[config.mk]
export PLATFORM = sky130hd
export DESIGN_NAME = transmitter_setting_control
export DESIGN_NICKNAME = d
export VERILOG_FILES = /design/src/hdl/txset_pkg.sv /design/src/hdl/transmitter_setting_control.sv
export SDC_FILE = /design/constraint.sdc
export NUM_CORES = 2
export LEC_CHECK = 0
export BUFFER_PORTS_ARGS = -buffer_cell sky130_fd_sc_hd__buf_2
export CAP_MARGIN = 20
export CORE_ASPECT_RATIO = 2
export CORE_MARGIN = 3
export CORE_UTILIZATION = 55
export CTS_CLUSTER_SIZE = 14
export DETAILED_ROUTE_END_ITERATION = 7
export PLACE_DENSITY_LB_ADDON = 0.2
export SYNTH_ARGS = -nofsm -noshare
export SYNTH_HDL_FRONTEND = slang
export SYNTH_SLANG_ARGS = --single-unit
[constraint.sdc]
create_clock -name clk_sys -period 10 [get_ports clk_sys]
set_clock_uncertainty 0.1 [all_clocks]
set_input_delay 0.5 -clock clk_sys [delete_from_list [all_inputs] [get_ports clk_sys]]
set_output_delay 0.5 -clock clk_sys [all_outputs]
set_load 0.03 [all_outputs]
[src/hdl/txset_pkg.sv]
// Purpose: shared constants and types for the transmitter setting controller
// Assumes: apb with 32-bit data, one word per register
// Notes: all offsets are byte addresses
package txset_pkg;
   localparam int NUM_PRESETS = 16;
   localparam int ALIAS_W = 32;
   // register byte offsets
   localparam logic [7:0] OFS_CMD = 8'h00;
   localparam logic [7:0] OFS_ARG = 8'h04;
   localparam logic [7:0] OFS_ALIAS = 8'h08;
   localparam logic [7:0] OFS_RESULT = 8'h0C;
   localparam logic [7:0] OFS_STATE = 8'h10;
   localparam logic [7:0] OFS_CFG = 8'h14;
   localparam logic [7:0] OFS_SCALE = 8'h18;
   localparam logic [7:0] OFS_ALIAS_RD = 8'h1C;
   // command codes written into the command register
   localparam logic [3:0] CMD_SCRAMBLER = 4'h1;
   localparam logic [3:0] CMD_RECALL = 4'h2;
   localparam logic [3:0] CMD_CARRIER = 4'h3;
   localparam logic [3:0] CMD_STATE_RPT = 4'h4;
   localparam logic [3:0] CMD_POLARITY = 4'h5;
   localparam logic [3:0] CMD_CYCLES = 4'h6;
   localparam logic [3:0] CMD_POT = 4'h7;
   localparam logic [3:0] CMD_INVERT = 4'h8;
   localparam logic [3:0] CMD_STORE = 4'h9;
   localparam logic [3:0] CMD_SCALE = 4'hA;
   // command register field positions
   localparam int CMD_CODE_LSB = 0;
   localparam int CMD_HAS_ARG_BIT = 4;
   localparam int CMD_HAS_ALIAS_BIT = 5;
   // scrambler encodings
   localparam logic [1:0] SCR_OFF = 2'h0;
   localparam logic [1:0] SCR_IRIG = 2'h1;
   localparam logic [1:0] SCR_CCSDS = 2'h2;
   // reset and default values, and result codes
   localparam logic [7:0] POT_DEFAULT = 8'hFF;
   localparam logic [7:0] CYCLES_DEFAULT = 8'h00;
   localparam logic [15:0] SCALE_ONE = 16'h0100;
   localparam logic [7:0] RESULT_OK = 8'h00;
   localparam logic [7:0] RESULT_REJECT = 8'h01;
   localparam logic [7:0] RESULT_BAD_CMD = 8'h02;

   // stored configuration, signed 8.8 deviation scale
   typedef struct packed {
      logic [1:0] scrambler;
      logic carrier_en;
      logic polarity;
      logic [7:0] cycles;
      logic invert;
      logic [15:0] scale;
   } cfg_s;

   typedef enum logic [1:0] {ST_IDLE, ST_EXEC, ST_DONE} ctl_e;

   typedef struct packed {
      cfg_s act;
      cfg_s [NUM_PRESETS-1:0] bank;
      logic [NUM_PRESETS-1:0] bank_valid;
      logic [NUM_PRESETS-1:0][ALIAS_W-1:0] alias_name;
      logic [7:0] cmd;
      logic [31:0] arg;
      logic [ALIAS_W-1:0] alias_in;
      logic [7:0] result;
      logic [31:0] reply;
      logic [ALIAS_W-1:0] alias_rd;
      logic [31:0] prdata;
      ctl_e ctl;
   } state_s;
endpackage

[src/hdl/transmitter_setting_control.sv]
// Purpose: command interpreter for transmitter settings, reached over apb
// Assumes: inputs synchronous to clk_sys; one command at a time
// Notes: write CMD to start a command; poll RESULT bit 31 for done
//
// Overview of operation
// scrambler select 0 off, 1 irig, 2 ccsds
// ccsds only with ldpc option and enabled; a recalled preset still loads ccsds without them
// recall valid preset copies it to active
// invalid or bare recall resets defaults, saves
// carrier enable stored, default by protocol option
// no valid clock or pin off suppresses carrier
// polarity 0: pin low means on
// polarity 1 default: pin high means on
// inactive on/off pin always forces carrier off
// cycles per bit times bit rate gives subcarrier
// pot value readable, default 255, not stored
// inversion negates deviation scale on top
// store to preset 0..15, preset 0 at power-on; reset clears the bank, so boot loads defaults
// store may also keep an alias name
// state report shows real carrier, modulation activity
// no argument queries, argument sets
// deviation scale multiplies default modulation index
// bad arguments rejected, setting left unchanged
`timescale 1ns/1ps
module transmitter_setting_control (
   input wire logic clk_sys, // system clock, 100 MHz
   input wire logic nrst, // asynchronous reset, active low
   input wire logic clk_en, // freezes all state when low
   input wire logic psel, // apb select
   input wire logic penable, // apb access phase
   input wire logic pwrite, // apb write
   input wire logic [7:0] paddr, // apb byte address
   input wire logic [31:0] pwdata, // apb write data
   output logic [31:0] prdata, // apb read data
   output logic pready, // apb ready
   output logic pslverr, // apb error on unmapped address
   input wire logic extended_ldpc_option, // extended ldpc fitted
   input wire logic ldpc_enabled, // ldpc coding currently on
   input wire logic alternate_control_protocol_option, // alternate protocol fitted
   input wire logic subcarrier_option, // subcarrier option fitted
   input wire logic hw_preset_enable, // hardware preset selection on
   input wire logic [3:0] hw_preset_sel, // hardware preset number
   input wire logic clock_valid, // a valid data clock is in use
   input wire logic onoff_pin, // external on/off pin level
   input wire logic modulation_on, // datapath modulation active
   input wire logic [7:0] amplifier_pot_value, // amplifier pot readback
   input wire logic [15:0] modulation_index_default, // standard index, 8.8
   input wire logic [23:0] bit_rate, // bit rate in bit/s
   output logic [1:0] scrambler_select, // active scrambler selection
   output logic carrier_output_enable, // stored software carrier control
   output logic onoff_pin_polarity, // stored pin polarity
   output logic [7:0] cycles_per_bit_setting, // stored cycles per bit
   output logic [31:0] subcarrier_freq, // subcarrier frequency in Hz
   output logic [15:0] deviation_scale, // effective signed scale, 8.8
   output logic [15:0] modulation_index, // scaled index, signed 8.8
   output logic carrier_on, // carrier actually radiating
   output logic [1:0] output_state_report // {modulation on, carrier on}
);
   import txset_pkg::*;

   state_s cur_ff;
   state_s nxt_ff;
   logic pin_active;
   logic carrier_gate;
   logic [7:0] addr_lo;
   logic [3:0] code;
   logic has_arg;
   logic [3:0] arg_idx;
   logic wr_acc;
   logic rd_acc;
   logic mapped;
   logic [31:0] mult_full;
   logic [31:0] sub_full;
   logic [15:0] eff_scale;
   cfg_s dflt;

   // pin polarity decode, the pin is pulled up so floating reads high
   assign pin_active = cur_ff.act.polarity ? onoff_pin : ~onoff_pin;
   // the pin beats every other setting
   assign carrier_gate = pin_active & clock_valid & cur_ff.act.carrier_en;

   // factory defaults depend on fitted options
   always_comb begin
      dflt = '0;
      dflt.scrambler = SCR_OFF;
      dflt.carrier_en = ~alternate_control_protocol_option;
      dflt.polarity = 1'b1;
      dflt.cycles = CYCLES_DEFAULT;
      dflt.invert = 1'b0;
      dflt.scale = SCALE_ONE;
   end

   // inversion is a sign flip on top of the stored scale
   assign eff_scale = cur_ff.act.invert ? 16'(-cur_ff.act.scale) : cur_ff.act.scale;
   assign mult_full = 32'($signed(eff_scale) * $signed(modulation_index_default));
   assign sub_full = 32'(cur_ff.act.cycles) * 32'(bit_rate);

   assign addr_lo = paddr;
   assign code = cur_ff.cmd[CMD_CODE_LSB +: 4];
   assign has_arg = cur_ff.cmd[CMD_HAS_ARG_BIT];
   assign arg_idx = cur_ff.arg[3:0];
   assign wr_acc = psel & penable & pwrite & clk_en;
   assign rd_acc = psel & ~penable & ~pwrite & clk_en;
   assign mapped = (paddr[1:0] == 2'h0) && (paddr <= OFS_ALIAS_RD);

   // all state but boot_ff in one struct; command engine and bus in one process
   always_comb begin
      nxt_ff = cur_ff;
      // bus writes; a busy engine ignores new commands
      if (wr_acc && mapped) begin
         unique case (addr_lo)
            OFS_CMD: begin
               if (cur_ff.ctl != ST_EXEC) begin
                  nxt_ff.cmd = pwdata[7:0];
                  nxt_ff.ctl = ST_EXEC;
               end
            end
            OFS_ARG: nxt_ff.arg = pwdata;
            OFS_ALIAS: nxt_ff.alias_in = pwdata;
            default: begin
            end
         endcase
      end
      // read data is latched in setup so it is stable in access
      if (rd_acc) begin
         unique case (addr_lo)
            OFS_CMD: nxt_ff.prdata = {24'h0, cur_ff.cmd};
            OFS_ARG: nxt_ff.prdata = cur_ff.arg;
            OFS_ALIAS: nxt_ff.prdata = cur_ff.alias_in;
            OFS_RESULT: nxt_ff.prdata = {cur_ff.ctl == ST_DONE, 23'h0, cur_ff.result};
            OFS_STATE: nxt_ff.prdata = {30'h0, modulation_on & carrier_gate, carrier_gate};
            OFS_CFG: nxt_ff.prdata = cur_ff.reply;
            OFS_SCALE: nxt_ff.prdata = {16'h0, eff_scale};
            OFS_ALIAS_RD: nxt_ff.prdata = cur_ff.alias_rd;
            default: nxt_ff.prdata = 32'h0;
         endcase
      end
      // execute one command in a single cycle
      if (clk_en && cur_ff.ctl == ST_EXEC) begin
         nxt_ff.ctl = ST_DONE;
         nxt_ff.result = RESULT_OK;
         unique case (code)
            CMD_SCRAMBLER: begin
               if (!has_arg) begin
                  nxt_ff.reply = {30'h0, cur_ff.act.scrambler};
               end else if (cur_ff.arg == 32'(SCR_OFF) || cur_ff.arg == 32'(SCR_IRIG)) begin
                  nxt_ff.act.scrambler = cur_ff.arg[1:0];
               end else if (cur_ff.arg == 32'(SCR_CCSDS) && extended_ldpc_option && ldpc_enabled) begin
                  nxt_ff.act.scrambler = SCR_CCSDS;
               end else begin
                  nxt_ff.result = RESULT_REJECT;
               end
            end
            CMD_RECALL: begin
               if (has_arg && cur_ff.arg > 32'(NUM_PRESETS - 1)) begin
                  nxt_ff.result = RESULT_REJECT;
               end else if (has_arg && cur_ff.bank_valid[arg_idx]) begin
                  nxt_ff.act = cur_ff.bank[arg_idx];
               end else begin
                  // bare recall aims at preset 0
                  nxt_ff.act = dflt;
                  nxt_ff.bank[has_arg ? arg_idx : 4'h0] = dflt;
                  nxt_ff.bank_valid[has_arg ? arg_idx : 4'h0] = 1'b1;
               end
            end
            CMD_CARRIER: begin
               if (!has_arg) begin
                  nxt_ff.reply = {31'h0, cur_ff.act.carrier_en};
               end else if (cur_ff.arg <= 32'h1) begin
                  nxt_ff.act.carrier_en = cur_ff.arg[0];
               end else begin
                  nxt_ff.result = RESULT_REJECT;
               end
            end
            CMD_STATE_RPT: nxt_ff.reply = {30'h0, modulation_on & carrier_gate, carrier_gate};
            CMD_POLARITY: begin
               if (!has_arg) begin
                  nxt_ff.reply = {31'h0, cur_ff.act.polarity};
               end else if (cur_ff.arg <= 32'h1) begin
                  nxt_ff.act.polarity = cur_ff.arg[0];
               end else begin
                  nxt_ff.result = RESULT_REJECT;
               end
            end
            CMD_CYCLES: begin
               if (!subcarrier_option || (has_arg && cur_ff.arg > 32'hFF)) begin
                  nxt_ff.result = RESULT_REJECT;
               end else if (!has_arg) begin
                  nxt_ff.reply = {24'h0, cur_ff.act.cycles};
               end else begin
                  nxt_ff.act.cycles = cur_ff.arg[7:0];
               end
            end
            CMD_POT: nxt_ff.reply = {24'h0, amplifier_pot_value};
            CMD_INVERT: begin
               if (!has_arg) begin
                  nxt_ff.reply = {31'h0, cur_ff.act.invert};
               end else if (cur_ff.arg <= 32'h1) begin
                  nxt_ff.act.invert = cur_ff.arg[0];
               end else begin
                  nxt_ff.result = RESULT_REJECT;
               end
            end
            CMD_SCALE: begin
               if (!has_arg) begin
                  nxt_ff.reply = {16'h0, cur_ff.act.scale};
               end else begin
                  nxt_ff.act.scale = cur_ff.arg[15:0];
               end
            end
            CMD_STORE: begin
               if (!has_arg || cur_ff.arg > 32'(NUM_PRESETS - 1)) begin
                  nxt_ff.result = RESULT_REJECT;
               end else begin
                  nxt_ff.bank[arg_idx] = cur_ff.act;
                  nxt_ff.bank_valid[arg_idx] = 1'b1;
                  if (cur_ff.cmd[CMD_HAS_ALIAS_BIT]) begin
                     nxt_ff.alias_name[arg_idx] = cur_ff.alias_in;
                  end
                  nxt_ff.alias_rd = cur_ff.alias_name[arg_idx];
                  if (cur_ff.cmd[CMD_HAS_ALIAS_BIT]) begin
                     nxt_ff.alias_rd = cur_ff.alias_in;
                  end
               end
            end
            default: nxt_ff.result = RESULT_BAD_CMD;
         endcase
      end
   end

   // power-on load after reset release; reset clears bank_valid, so defaults are loaded, never a preset
   logic boot_ff;
   always_ff @(posedge clk_sys or negedge nrst) begin
      if (!nrst) begin
         boot_ff <= 1'b1;
      end else if (clk_en) begin
         boot_ff <= 1'b0;
      end
   end

   // register the whole state; reset takes constants only
   always_ff @(posedge clk_sys or negedge nrst) begin
      if (!nrst) begin
         cur_ff <= '0;
         cur_ff.act.polarity <= 1'b1;
         cur_ff.act.carrier_en <= 1'b0;
         cur_ff.act.scale <= SCALE_ONE;
         cur_ff.ctl <= ST_IDLE;
      end else if (clk_en) begin
         cur_ff <= nxt_ff;
         if (boot_ff) begin
            // strap options are sampled here, after release
            if (hw_preset_enable && cur_ff.bank_valid[hw_preset_sel]) begin
               cur_ff.act <= cur_ff.bank[hw_preset_sel];
            end else if (cur_ff.bank_valid[0]) begin
               cur_ff.act <= cur_ff.bank[0];
            end else begin
               cur_ff.act <= dflt;
            end
         end
      end
   end

   // apb answers with zero wait states
   assign pready = 1'b1;
   assign pslverr = psel & penable & ~mapped;
   assign prdata = cur_ff.prdata;
   assign scrambler_select = cur_ff.act.scrambler;
   assign carrier_output_enable = cur_ff.act.carrier_en;
   assign onoff_pin_polarity = cur_ff.act.polarity;
   assign cycles_per_bit_setting = cur_ff.act.cycles;
   assign subcarrier_freq = subcarrier_option ? sub_full : 32'h0;
   assign deviation_scale = eff_scale;
   assign modulation_index = mult_full[23:8];
   assign carrier_on = carrier_gate;
   assign output_state_report = {modulation_on & carrier_gate, carrier_gate};
endmodule

# Yosys cells after proc, flatten, opt, wreduce, memory -nomap -nowiden

Index checks and enable logic that the tools add are counted.

Input port bits: 106
Output and inout bits: 113
Logic and storage cells: 326
Flip-flop bits (word level): 1,200

Equality and inequality tests: 44
Muxes and demuxes: 75
Add/subtract/negate cells: 1
Reduce and logical (&&, ||, !) cells: 49
Bitwise operators: 18
Magnitude comparators: 9
Multiply operators: 2

Operators with widths:

| operator                                                                | number |
|---|---|
| 512-bit 2-to-1 mux                                                      | 2 |
| 1021-bit 2-to-1 mux                                                     | 1 |
| 992-bit 2-to-1 mux                                                      | 1 |
| 480-bit one-hot mux with 2 select lines                                 | 1 |
| 464-bit bitwise mux                                                     | 2 |
| 512-bit bitwise mux                                                     | 1 |
| 32-bit one-hot mux with 8 select lines                                  | 2 |
| 509-bit 2-to-1 mux                                                      | 1 |
| 480-bit 2-to-1 mux                                                      | 1 |
| 32-bit 2-to-1 mux                                                       | 11 |
| 29-bit binary-select mux with 4-bit select                              | 2 |
| 29-bit demux with 4-bit select                                          | 2 |
| 29-bit 2-to-1 mux                                                       | 8 |
| 32-bit binary-select mux with 4-bit select                              | 1 |
| 32-bit demux with 4-bit select                                          | 1 |
| 8-bit one-hot mux with 6 select lines                                   | 1 |
| 6-bit AND reduction                                                     | 6 |
| 3-bit != test (second input constant)                                   | 11 |
| 32-bit by 1-bit == test with 1-bit output (second input constant)       | 1 |
| 32-bit by 2-bit == test with 1-bit output (second input constant)       | 1 |
| 8-bit by 5-bit == test with 1-bit output (second input constant)        | 4 |
| 32-bit by 4-bit > comparator with 1-bit output (second input constant)  | 1 |
| 32-bit by 8-bit > comparator with 1-bit output (second input constant)  | 1 |
| 32-bit by 1-bit <= comparator with 1-bit output (second input constant) | 1 |
| 46 further kinds                                                        | 134 |

# Depth between registers and ports, before layout

Depth in word-level cells: 11
Mapped depth: 30
Gate-level depth less buffers: 27

# Least setup slack after synthesis

Ideal clock, no wire load.

Kind: reg-to-output
From: register cur_ff[1171] in the netlist's numbering
To: output port modulation_index[13]
Cell stages (with the launch flop): 28
Data required time: 9.400 ns
Data arrival time: 7.576 ns
Setup slack: 1.824 ns
Cell sequence: dfrtp_1 clkbuf_1 clkbuf_1 inv_1 ha_1 nand2b_1 or4_1 o21ai_0 xnor2_1 clkbuf_1 nand2_1 fa_1 fa_1 fa_1 fa_1 inv_1 fa_1 inv_1 fa_1 inv_1 ha_1 o21ai_0 a21o_1 a31oi_1 a21oi_1 nor3b_1 nor2_1 xnor2_1

Cells in the longest elaborated chain, start to end: 3

RTL lines:

| element                                        | RTL line                           | source |
|---|---|---|
| start: declaration                             | transmitter_setting_control.sv:61  | `state_s cur_ff;` |
| start signal: assignment                       | transmitter_setting_control.sv:250 | `cur_ff <= nxt_ff;` |
| 16-bit negation                                | transmitter_setting_control.sv:94  | `assign eff_scale = cur_ff.act.invert ? 16'(-cur_ff.act.scale) : cur_ff.act.scale;` |
| 16-bit 2-to-1 mux                              | transmitter_setting_control.sv:94  |  |
| named net deviation_scale[10]                  | transmitter_setting_control.sv:54  | `output logic [15:0] deviation_scale,` |
| 16-bit by 16-bit multiplier with 24-bit output | transmitter_setting_control.sv:95  | `assign mult_full = 32'($signed(eff_scale) * $signed(modulation_index_default));` |
| end: declaration                               | transmitter_setting_control.sv:55  | `output logic [15:0] modulation_index,` |

The timed path passes the listed nets, and every way through them passes these cells.

# Worst setup path after layout

From: register cur_ff[1174] in the netlist's numbering
To: output port modulation_index[13]

Cells in the longest elaborated chain, start to end: 3

RTL lines:

| element                                          | RTL line |
|---|---|
| 16-bit negation                                  | transmitter_setting_control.sv:94 |
| 16-bit 2-to-1 mux *                              | transmitter_setting_control.sv:94 |
| 16-bit by 16-bit multiplier with 24-bit output * | transmitter_setting_control.sv:95 |

Every way passes the cells marked *; elsewhere a longest branch is shown, timed or not.

==> impl_results.html <==
<table>
<tr><th>Metric</th><th>Value</th></tr>
<tr><th colspan="2">Placed design</th></tr>
<tr><td>Count of input and output buffers</td><td>217</td></tr>
<tr><td>Area after detailed placement</td><td>0.0732 mm²</td></tr>
<tr><td>Routability Congestion</td><td>0.909</td></tr>
<tr><td>HPWL Detailed</td><td>143000 µm</td></tr>
<tr><th colspan="2">Route</th></tr>
<tr><td>WL final</td><td>222000 µm</td></tr>
<tr><td>Post-route antenna net violation count</td><td>0</td></tr>
<tr><td>Initial DRT Pass Iterations</td><td>7</td></tr>
<tr><td>DR iter-0 viols</td><td>4454</td></tr>
<tr><td>Average routed wire per standard cell</td><td>30.1 µm</td></tr>
<tr><td>Final routed DRC violation total</td><td>0</td></tr>
<tr><td>Total via count in the routed design</td><td>49500</td></tr>
<tr><td>Ratio of routed vias to standard cells</td><td>6.71</td></tr>
<tr><th colspan="2">Clock tree</th></tr>
<tr><td>Cell chosen for the clock root</td><td>clkbuf_16</td></tr>
<tr><td>TritonCTS clock tree</td><td>yes</td></tr>
<tr><td>Post-CTS clock slew at the launch and capture registers of the worst setup and hold paths</td><td>0.07 ns</td></tr>
<tr><td>Clock sink count</td><td>1178</td></tr>
<tr><td>Clock tree buffer depth</td><td>3</td></tr>
<tr><td>Setup repair bufs after CTS</td><td>0</td></tr>
<tr><td>Total CTS buffers</td><td>101</td></tr>
<tr><td>Total of hold buffers inserted after clock tree synthesis</td><td>36</td></tr>
<tr><td>Post-cts repair resize count</td><td>0</td></tr>
<tr><td>H-tree Lvls</td><td>3</td></tr>
<tr><td>Clock latency on the worst-skew pair</td><td>0.74 ns</td></tr>
<tr><th colspan="2">Critical path</th></tr>
<tr><td>Arrival @ worst endpoint</td><td>8.74 ns</td></tr>
<tr><td>Data required time at the worst endpoint</td><td>9.40 ns</td></tr>
<tr><td>Cell family with the largest share of critical-path delay</td><td>adder cells</td></tr>
<tr><td>CP startpoint kind</td><td>register</td></tr>
<tr><td>Setup CP Type</td><td>register to output pin</td></tr>
<tr><td>CP Capture Type</td><td>output pin</td></tr>
<tr><td>CP max-delay cell</td><td>dfrtp_1</td></tr>
<tr><td>Max incr delay on CP</td><td>0.65 ns</td></tr>
<tr><td>Crit path buf inv count</td><td>7</td></tr>
<tr><td>Max FO, Critical Path</td><td>22</td></tr>
<tr><td>Library cell appearing most often on the critical path</td><td>fa_1</td></tr>
<tr><th colspan="2">Global routing</th></tr>
<tr><td>Global route hottest layer</td><td>met2</td></tr>
<tr><td>Met1 usage in global routing</td><td>39.1%</td></tr>
<tr><td>Global-route wire length before repair</td><td>336000 µm</td></tr>
<tr><td>GRT Overall Usage</td><td>33.9%</td></tr>
<tr><td>Met2 usage in global routing</td><td>57.1%</td></tr>
<tr><td>Pin count of the biggest net entering global routing</td><td>203</td></tr>
<tr><td>Initial antenna violation count</td><td>26</td></tr>
<tr><td>Met3 usage in global routing</td><td>8.18%</td></tr>
<tr><td>Number of global-route vias before repair</td><td>52900</td></tr>
<tr><td>Residual overflow from global routing</td><td>0</td></tr>
<tr><th colspan="2">Timing</th></tr>
<tr><td>Final hold violation count</td><td>0</td></tr>
<tr><td>Final setup violation count</td><td>0</td></tr>
<tr><td>Final count of pins violating max slew</td><td>0</td></tr>
<tr><td>Tcrit/Tclk final</td><td>93.4%</td></tr>
<tr><td>Slew @ Worst Pin</td><td>1.20 ns</td></tr>
<tr><td>Sum Neg Setup Slack</td><td>0 ns</td></tr>
<tr><td>Max-slew headroom</td><td>19.3%</td></tr>
<tr><td>Maximum clock frequency</td><td>0.107 GHz</td></tr>
<tr><td>Period minus WS final</td><td>9.34 ns</td></tr>
<tr><td>Unrepaired setup endpoints after global routing</td><td>no</td></tr>
<tr><th colspan="2">Floorplanning</th></tr>
<tr><td>Total core area</td><td>0.128 mm²</td></tr>
<tr><td>Area of the die</td><td>0.133 mm²</td></tr>
<tr><td>Horiz. Die Dim</td><td>260 µm</td></tr>
<tr><td>Number of rows created at floorplan</td><td>185</td></tr>
<tr><td>Initial cell density of the core</td><td>55.5%</td></tr>
<tr><td>Number of I/O pins</td><td>219</td></tr>
<tr><td>Chip Height</td><td>514 µm</td></tr>
<tr><th colspan="2">Logic synthesis</th></tr>
<tr><td>Primary FF master, synth</td><td>dfrtp_1</td></tr>
<tr><td>Top area cells in the synthesized netlist</td><td>dfrtp_1 42%, mux4_2 15%, mux2_2 9.0%, fa_1 9.0%, a22o_1 5.2%</td></tr>
<tr><td>Synthesized flop and latch total</td><td>1178</td></tr>
<tr><td>Share of the synthesized area in the top cell type</td><td>41.5%</td></tr>
<tr><td>Nets in the synthesized netlist</td><td>6231</td></tr>
<tr><td>Library cells used by synthesis</td><td>74</td></tr>
<tr><td>Number of warnings issued by yosys</td><td>0</td></tr>
<tr><td>Area of the mapped netlist</td><td>0.0708 mm²</td></tr>
<tr><td>Biggest area consumer among synthesized cells</td><td>dfrtp_1</td></tr>
<tr><td>Synth Instances</td><td>5684</td></tr>
<tr><td>Count of flip-flops with a built-in enable after synthesis</td><td>0</td></tr>
<tr><td>Share of synthesized flip-flops with an asynchronous set or reset</td><td>100%</td></tr>
<tr><td>Mean post-synth cell area</td><td>12.5 µm²</td></tr>
<tr><td>Sequential area share after synthesis</td><td>41.6%</td></tr>
<tr><th colspan="2">Power</th></tr>
<tr><td>Power density over cell area</td><td>117 mW/mm²</td></tr>
<tr><td>Worst IR drop on VDD</td><td>0.170 mV</td></tr>
<tr><td>Leakage power of the design</td><td>35.3 nW</td></tr>
<tr><th colspan="2">Hold path</th></tr>
<tr><td>HP Class</td><td>input port to register</td></tr>
<tr><th colspan="2">Layout</th></tr>
<tr><td>Signed area change from the synthesized netlist to the final layout</td><td>8.27%</td></tr>
<tr><td>Commonest non-fill, non-tap cell in the layout</td><td>dfrtp_1</td></tr>
<tr><td>Net total in the final layout</td><td>6166</td></tr>
<tr><td>Top library cells by usage in the layout, fill and taps aside</td><td>1163 x dfrtp_1, 569 x mux2_2, 460 x mux4_2, 422 x a22o_1, 396 x nand2_1</td></tr>
<tr><td>Post-route design area</td><td>0.0767 mm²</td></tr>
<tr><td>Fraction of layout instances using a drive strength above 1</td><td>28.2%</td></tr>
<tr><th colspan="2">Status</th></tr>
<tr><td>Outcome</td><td>completed</td></tr>
<tr><th colspan="2">Job</th></tr>
<tr><td>Max-cap violation count</td><td>0</td></tr>
</table>
[cell type report]
| type | instances | area, µm² |
|---|---|---|
| antenna | 17 | 42.5 |
| timing repair buffer | 381 | 2520 |
| clock buffer | 142 | 2800 |
| clock inverter | 24 | 339 |
| inverter | 389 | 1460 |
| multi-input combinational | 3568 | 37900 |
| sequential | 1178 | 29500 |
| tap | 1683 | 2110 |
| fill | 10100 | 50800 |
[cell families after synthesis]
group,Yosys count,share of synthesized area (%)
DFF,1178,41.6
muxes,1084,24.5
and+or+nand+nor,1059,7.10
buffers and inverters,938,5.35
AOI/OAI and AO/OA,916,9.44
adders and majority gates,441,11.2
xor gates and xnor gates,67,0.848
other,1,0.00529
[cells in the mapped netlist (13+ instances only)]
cell,n
a21o_1,15
a21oi_1,134
a222oi_1,26
a22o_1,422
a22oi_1,22
a31oi_1,27
and2_1,210
buf_1,111
buf_2,70
buf_4,46
clkbuf_1,320
dfrtp_1,1175
fa_1,318
ha_1,123
inv_1,388
mux2_1,20
mux2_2,569
mux2i_1,35
mux4_2,460
nand2_1,414
nand2b_1,26
nand3_1,84
nor2_1,198
nor3_1,31
nor3b_1,27
o21a_1,13
o21ai_0,173
o21bai_1,17
o31ai_1,13
xnor2_1,50
xor2_1,16
[report_power, final]
group          switching (mW)  internal [mW]  leakage (nW)
clock network            1.85           2.06          1.53
registers             0.00223           4.77          16.4
logic                   0.226         0.0750          17.4
total                    2.08           6.90          35.3
[per-stage QoR]
step                      std cells  setup WS [ns]  hold WS [ns]  power (mW)  utilization (%)
after floorplan                5684           1.82         0.104        4.97                -
after global placement         7161           1.38         0.362        5.15             57.3
after detailed placement       7162           1.24         0.370        5.15             57.4
after CTS                      7364          0.475       0.00326        9.03             60.1
after global routing           7372         0.0612        0.0520        9.22             60.1
final                          7382          0.662        0.0326        8.98             60.1
[path summary, 6_finish.rpt]
path	startpoint	end	slack, ns	cells past startpoint
setup / recovery	cur_ff[1174]	modulation_index[13]	0.66	26
hold / removal	amplifier_pot_value[5]	cur_ff[71]	0.03	3
setup reg to reg	arg_idx[0]	cur_ff[1172]	4.49	10
hold reg to reg	prdata[29]	prdata[29]	0.38	2
max in group asynchronous	nrst	cycles_per_bit_setting[1]	7.18	4
min in group asynchronous	nrst	asynchronous set/reset pin	0.27	2
[worst register-to-register path: cells and delay by family, from the launching register on]
family,cells,cell delay [ns]
buf+inv,3,2.36
mux,2,1.11
compound gates,3,0.66
simple gates,2,0.20
flops,1,0.95
[metal layers]
metal / up-vias / wire (µm)
met4: 22 / 16400
met1: 25900 / 74100
met5: - / 144
met3: 892 / 20900
met2: 2569 / 110000
li1: 20200 / -
No activity file was read; power rests on OpenSTA's default activity.
